## config.mk

```make
export PLATFORM = sky130hd
export DESIGN_NAME = sars_hst_flat
export DESIGN_NICKNAME = d
export VERILOG_FILES = /design/src/rtl/sars_pkg.sv /design/src/rtl/sars_link_if.sv /design/src/rtl/sars_hst.sv /design/src/rtl/sars_buf2.sv /design/src/flat_wrapper.sv
export SDC_FILE = /design/constraint.sdc
export NUM_CORES = 1
export LEC_CHECK = 0
export BUFFER_PORTS_ARGS = -buffer_cell sky130_fd_sc_hd__buf_4
export CELL_PAD_IN_SITES_DETAIL_PLACEMENT = 1
export CELL_PAD_IN_SITES_GLOBAL_PLACEMENT = 1
export CORE_MARGIN = 5
export CORE_UTILIZATION = 45
export CTS_CLUSTER_DIAMETER = 120
export CTS_CLUSTER_SIZE = 8
export DETAILED_ROUTE_END_ITERATION = 16
export PLACE_DENSITY = 0.81
export SKIP_LAST_GASP = 1
export SYNTH_ARGS = -nofsm -noshare
export SYNTH_HDL_FRONTEND = slang
export SYNTH_SLANG_ARGS = --single-unit
```

## constraint.sdc

```tcl
create_clock -name mclk -period 2.4 [get_ports mclk]
set_clock_uncertainty 0.1 [all_clocks]
set_input_delay 0.12 -clock mclk [delete_from_list [all_inputs] [get_ports mclk]]
set_output_delay 0.12 -clock mclk [all_outputs]
set_load 0.02 [all_outputs]
```

## src/rtl/sars_pkg.sv

```systemverilog
// sars_pkg: shared constants and types for the serial result shifter link
// assumes: both ends run on one 200 MHz clock, mclk, with synchronous active-low nrst
package sars_pkg;
  // ==========================================================
  // result and frame layout
  localparam int RES_W = 12;
  localparam logic [4:0] NULL_SLOT = 5'h01;
  localparam logic [4:0] MSB_LAST = 5'h0C;
  localparam logic [4:0] LSB_LAST = 5'h17;
  localparam logic [4:0] SLOT_ZERO = 5'h00;
  // ==========================================================
  // host timing: shift clock half period and wake-up wait
  localparam int MCLK_MHZ = 200;
  localparam int HALF_NS = 50;
  localparam int HALF_CYC = (HALF_NS * MCLK_MHZ + 999) / 1000;
  localparam int WAKE_SETUP_NS = 100;
  localparam int WAKE_CYC = (WAKE_SETUP_NS * MCLK_MHZ + 999) / 1000;
  localparam logic [7:0] HALF_CNT = 8'(HALF_CYC - 1);
  localparam logic [7:0] WAKE_CNT = 8'(WAKE_CYC - 1);
  localparam logic [7:0] CNT_ZERO = 8'h00;
  localparam logic [RES_W-1:0] RES_ZERO = 12'h000;
  // ==========================================================
  // host sequencer states
  typedef enum logic [2:0] {
    SARS_IDLE = 3'b000,
    SARS_WAKE = 3'b001,
    SARS_HIGH = 3'b010,
    SARS_LOW = 3'b011,
    SARS_DONE = 3'b100
  } sars_hst_t;
endpackage

```

## src/rtl/sars_link_if.sv

```systemverilog
// sars_link_if: three-wire link between host and converter
// assumes: host drives select and shift clock, device drives data with an enable
`timescale 1ns/1ps
interface sars_link_if;
  logic cs_n;
  logic sclk;
  logic dout;
  logic dout_oe;
  modport dev (input cs_n, input sclk, output dout, output dout_oe);
  modport hst (input dout, input dout_oe, output cs_n, output sclk);
endinterface

```

## src/rtl/sars_hst.sv

```systemverilog
// sars_hst: host end; frames one exchange and delivers the result word
// assumes: one request at a time; user drains results through a valid/ready port
`timescale 1ns/1ps
module sars_hst
  import sars_pkg::*;
(
  input wire logic mclk,
  input wire logic nrst,
  sars_link_if.hst link,
  input wire logic start,
  output logic busy,
  output logic res_valid,
  input wire logic res_ready,
  output logic [RES_W-1:0] res_data
);
  typedef struct packed {
    sars_hst_t fsm;
    logic [7:0] cnt;
    logic [4:0] nclk;
    logic [RES_W-1:0] shreg;
    logic cs_n;
    logic sclk;
    logic push;
  } sars_hst_st_t;
  sars_hst_st_t st;
  sars_hst_st_t next_st;
  logic buf_ready;
  // ==========================================================
  // link sequencer
  assign link.cs_n = st.cs_n;
  assign link.sclk = st.sclk;
  assign busy = (st.fsm != SARS_IDLE);
  always_comb begin
    next_st = st;
    next_st.push = 1'b0;
    unique case (st.fsm)
      SARS_IDLE: begin
        if (start && buf_ready) begin
          next_st.cs_n = 1'b0;
          next_st.cnt = WAKE_CNT;
          next_st.nclk = SLOT_ZERO;
          next_st.fsm = SARS_WAKE;
        end
      end
      SARS_WAKE: begin
        // no clock until the device is awake
        if (st.cnt == CNT_ZERO) begin
          next_st.sclk = 1'b1;
          next_st.cnt = HALF_CNT;
          next_st.fsm = SARS_HIGH;
        end else begin
          next_st.cnt = 8'(st.cnt - 8'h01);
        end
      end
      SARS_HIGH: begin
        if (st.cnt == CNT_ZERO) begin
          next_st.sclk = 1'b0;
          next_st.cnt = HALF_CNT;
          next_st.nclk = 5'(st.nclk + 5'h01);
          next_st.fsm = SARS_LOW;
        end else begin
          next_st.cnt = 8'(st.cnt - 8'h01);
        end
      end
      SARS_LOW: begin
        if (st.cnt == CNT_ZERO) begin
          // sample between falls; first fall gives the null bit
          if (st.nclk != NULL_SLOT) begin
            next_st.shreg = {st.shreg[RES_W-2:0], link.dout};
          end
          // null bit plus twelve result bits have been clocked
          if (st.nclk == 5'(MSB_LAST + NULL_SLOT)) begin
            // MSB-first word complete; stop clocking, end the frame
            next_st.cs_n = 1'b1;
            next_st.push = 1'b1;
            next_st.fsm = SARS_DONE;
          end else begin
            next_st.sclk = 1'b1;
            next_st.cnt = HALF_CNT;
            next_st.fsm = SARS_HIGH;
          end
        end else begin
          next_st.cnt = 8'(st.cnt - 8'h01);
        end
      end
      SARS_DONE: begin
        next_st.fsm = SARS_IDLE;
      end
      default: begin
        next_st.fsm = SARS_IDLE;
        next_st.cs_n = 1'b1;
        next_st.sclk = 1'b0;
      end
    endcase
  end
  always_ff @(posedge mclk) begin
    if (!nrst) begin
      st <= '0;
      st.cs_n <= 1'b1;
    end else begin
      st <= next_st;
    end
  end
  // ==========================================================
  // result buffer; start is refused while it is full, so no word is lost
  sars_buf2 u_buf (
    .mclk(mclk),
    .nrst(nrst),
    .in_valid(st.push),
    .in_ready(buf_ready),
    .in_data(st.shreg),
    .out_valid(res_valid),
    .out_ready(res_ready),
    .out_data(res_data)
  );
endmodule

```

## src/rtl/sars_buf2.sv

```systemverilog
// sars_buf2: two-entry valid/ready buffer for result words
// assumes: one clock domain, synchronous active-low reset
`timescale 1ns/1ps
module sars_buf2
  import sars_pkg::*;
(
  input wire logic mclk,
  input wire logic nrst,
  input wire logic in_valid,
  output logic in_ready,
  input wire logic [RES_W-1:0] in_data,
  output logic out_valid,
  input wire logic out_ready,
  output logic [RES_W-1:0] out_data
);
  typedef struct packed {
    logic [1:0][RES_W-1:0] mem;
    logic [1:0] cnt;
    logic rd;
    logic wr;
  } sars_buf_t;
  sars_buf_t st;
  sars_buf_t next_st;
  logic push;
  logic pop;
  // ==========================================================
  // handshake
  assign in_ready = (st.cnt != 2'h2);
  assign out_valid = (st.cnt != 2'h0);
  assign out_data = st.mem[st.rd];
  assign push = in_valid && in_ready;
  assign pop = out_valid && out_ready;
  always_comb begin
    next_st = st;
    if (push) begin
      next_st.mem[st.wr] = in_data;
      next_st.wr = ~st.wr;
    end
    if (pop) begin
      next_st.rd = ~st.rd;
    end
    next_st.cnt = 2'(st.cnt + {1'b0, push} - {1'b0, pop});
  end
  always_ff @(posedge mclk) begin
    if (!nrst) begin
      st <= '0;
    end else begin
      st <= next_st;
    end
  end
endmodule

```

## src/flat_wrapper.sv

```systemverilog
// flat-port wrapper written by rule: the top's interface ports become plain ports
module sars_hst_flat import sars_pkg::*;
  (mclk, nrst, start, busy, res_valid, res_ready, res_data, link_dout, link_dout_oe, link_cs_n, link_sclk);
  sars_link_if link_i ();
  input wire logic mclk;
  input wire logic nrst;
  input wire logic start;
  output logic busy;
  output logic res_valid;
  input wire logic res_ready;
  output logic [RES_W-1:0] res_data;
  input wire logic [$bits(link_i.dout)-1:0] link_dout;
  input wire logic [$bits(link_i.dout_oe)-1:0] link_dout_oe;
  output wire logic [$bits(link_i.cs_n)-1:0] link_cs_n;
  output wire logic [$bits(link_i.sclk)-1:0] link_sclk;
  assign link_i.dout = link_dout;
  assign link_i.dout_oe = link_dout_oe;
  assign link_cs_n = link_i.cs_n;
  assign link_sclk = link_i.sclk;
  sars_hst u_core (.mclk(mclk), .nrst(nrst), .link(link_i), .start(start), .busy(busy), .res_valid(res_valid), .res_ready(res_ready), .res_data(res_data));
endmodule
```

==> flow_summary_export.csv <==
group,metric,value,unit
die,io-pin-count,22,
grt,antenna_found_initial,0,
setup_path,r2r_start,"u_core.st[20]",
synthesis,synth_top_cell_area_share,0.435,
die,die_w,87.6,um
power_and_ir_drop,total_power,3.26,mW
setup_path,cp-start-kind,"register",
setup_path,required,2.54,ns
clocking,postCtsResizedCells,0,
finish,insertedDiodeCount,0,
routing,ant_nets,0,
synthesis,synthAdderAreaFrac,0.0231,
synthesis,async_flop_share,0,
grt,grt_pass1_vias,2449,
synthesis,synth.area.mux_share,0.109,
sta,setup-violations-final,0,
synthesis,synth_top_area_cell,"dfxtp_1",
setup_path,crit_slowest_cell,"or3b_2",
clocking,clock_latency,0.35,ns
setup_path,path_cells,"inv_1 > ha_1 > or3b_2 > nor4_4 > nor2_2 > o221a_1",
finish,final_common_cell,"nand2_1",
sta,tightest_slew,0.625,ns
power_and_ir_drop,peakVddDrop,0.650,mV
place,portBuffers,20,
routing,first_iter_violations,59,
clocking,cts_buffer_depth,2,
sta,max_clock_freq,457,MHz
sta,slew-limit-headroom,0.583,
sta,rsz0062_at_grt,"no",
clocking,cts_tree,"done",
clocking,root_buffer,"clkbuf_8",
routing,wirelength,6.56,mm
routing,num_vias,2310,
synthesis,synth_edf_count,0,
setup_path,critPathCaptureType,"register",
routing,drc,0,
synthesis,synth_top_family_by_area,"simple AND/OR/NAND/NOR gates",
die,placementRows,28,
synthesis,synth.distinct_cells,54,
synthesis,yosys_warnings,0,
hold_path,hold_path_startpoint,"nrst",
finish,syn_to_final_growth,17.5,%
synthesis,ys_seq_area_frac,0.435,
die,die_area,7680,um2
setup_path,startpoint,"u_core.st[20]",
synthesis,synth_xor_area_frac,0.0161,
setup_path,worstPathArrival,2.33,ns
power_and_ir_drop,p_leak,1.29,nW
synthesis,synth_seq_cells,59,
finish,fillers,732,
die,start_util,0.461,
sta,period_share,0.912,
synthesis,avgSynthCellArea,8.69,um2
status,outcome,"complete, no violations",
finish,nets,345,
job,drv_cap,0,
grt,grt_max_degree,32,
sta,tns,0,ns
clocking,clkSlewWorstSetupHoldPaths,0.07,ns
setup_path,worstPathMaxFanout,5,
finish,fin_util,0.541,
routing,viasPerCell,5.58,
sta,min_period,2.19,ns
synthesis,ys_top_cells_by_area,"dfxtp_1 44%, nand2_1 10%, mux2i_1 5.5%",
grt,grt_overflow,0,
grt,grt_pass1_wl,11.3,mm
synthesis,syn_inst,312,
setup_path,slowest_delay,0.54,ns
finish,layout-drive-gt1-share,0.189,
place,dpl.hpwl,4.36,mm
grt,grt_usage,0.189,
sta,maxSlewViolCount,0,
synthesis,syn_nets,323,
finish,layout_common_cells,"72 x nand2_1, 59 x dfxtp_1, 27 x a21oi_1",
sta,hold_violations,0,
routing,avgRoutedWirePerCell,15.8,um
clocking,ctsHtreeMaxLevel,3,
place,globalplace.congestion,0.785,
synthesis,synth-compound-area-share,0.131,
power_and_ir_drop,p_per_area,1020,nW/um2
hold_path,hp-class,"input port to register",
setup_path,path_class,"register to register",
synthesis,synth-main-ff-cell,"dfxtp_1",
synthesis,netlist_area,2710,um2
die,coreArea,5890,um2
clocking,cts_buffers,9,
routing,first_pass_iters,4,
die,dieHeight,87.6,um
synthesis,synthSimpleGateAreaFrac,0.249,
clocking,clock_sinks,59,
==> cell usage after synthesis, types with 2 or more instances <==
library cell   n
nand2_1       72
and2_1         7
clkbuf_1      13
xnor2_1        3
nor3_1         7
dfxtp_1       59
xor2_1         2
nand2b_1       3
inv_1          7
and3_1         2
a21oi_1       27
and4_1         2
a31oi_1        4
ha_1           5
nand3_1        6
or4_1          2
o21ai_1        4
o21ai_0        5
nand4b_1       4
mux2i_1       15
nand4_1        3
or4_4          2
o21a_1         2
nand3b_1       2
nor2_1        13
mux2_2        13
==> repair_timing <==
action / CTS / global route
endpoints found under the hold margin: 1 / 0
hold buffers: 1 / 0
buffers inserted: 0 / 0
==> routing by layer <==
layer	vias to the layer above	part of all wire	track usage
li1	1143	-	-
met1	1127	0.45	0.225
met2	31	0.49	0.322
met3	9	0.038	0.0442
met4	0	0.015	0.0893
met5	-	0	0
==> stage by stage <==
step	setup WS, ns	hold WS [ns]	std cells	cell area (um2)
3_5_place_dp	0.205	0.295	397	2930
4_1_cts	0.186	0.0333	414	3190
2_1_floorplan	0.337	0.159	312	2710
3_3_place_gp	0.235	0.293	397	2930
5_1_grt	0.0536	0.0500	414	3190
6_report	0.211	0.0381	414	3190
==> registers in the layout, summed over array words and instances (netlist names) <==
name and cells:
u_core.st 29, u_core.link.sclk 1, u_core.link.cs_n 1, u_core.u_buf.st 28
==> layout make-up <==
cell class / count / area [um2] / area share
flip-flops and latches: 59 / 1180 / 0.371
multi-input cells: 230 / 1430 / 0.450
clock buffers: 13 / 179 / 0.0561
repair buffers: 27 / 205 / 0.0644
clock inverters: 3 / 67.6 / 0.0212
well taps: 75 / 93.8 / 0.0294
inverters: 7 / 26.3 / 0.00824
==> cells by family (layout without fill, tap and decap cells) <==
kind of cell,after synthesis,count (layout)
mux,28,28
compound gates,57,57
simple gates,135,135
buf+inv,23,50
flops,59,59
xor+xnor,5,5
fa+ha+maj,5,5
==> critical path, delay by kind of cell, from the launching register on <==
kind            cells  cell delay [ns]
buf+inv             1             0.07
fa+ha+maj           1             0.21
flops               1             0.35
compound gates      1             0.26
simple gates        3             1.09
==> worst paths after layout <==
| kind | to | slack [ns] | cells past startpoint |
|---|---|---|---|
| setup / recovery | u_core.st[21] | 0.21 | 6 |
| hold / removal | u_core.link.cs_n | 0.04 | 2 |
| setup reg to reg | u_core.st[21] | 0.21 | 6 |
| hold reg to reg | u_core.u_buf.st[11] | 0.35 | 2 |
==> where the power goes <==
group / internal (mW) / switching (mW) / leakage, nW
Clock: 0.698 / 0.399 / 0.122
Sequential: 1.07 / 0.147 / 0.477
Combinational: 0.412 / 0.536 / 0.687
Total: 2.18 / 1.08 / 1.29
(Power assumes the default switching activity.)
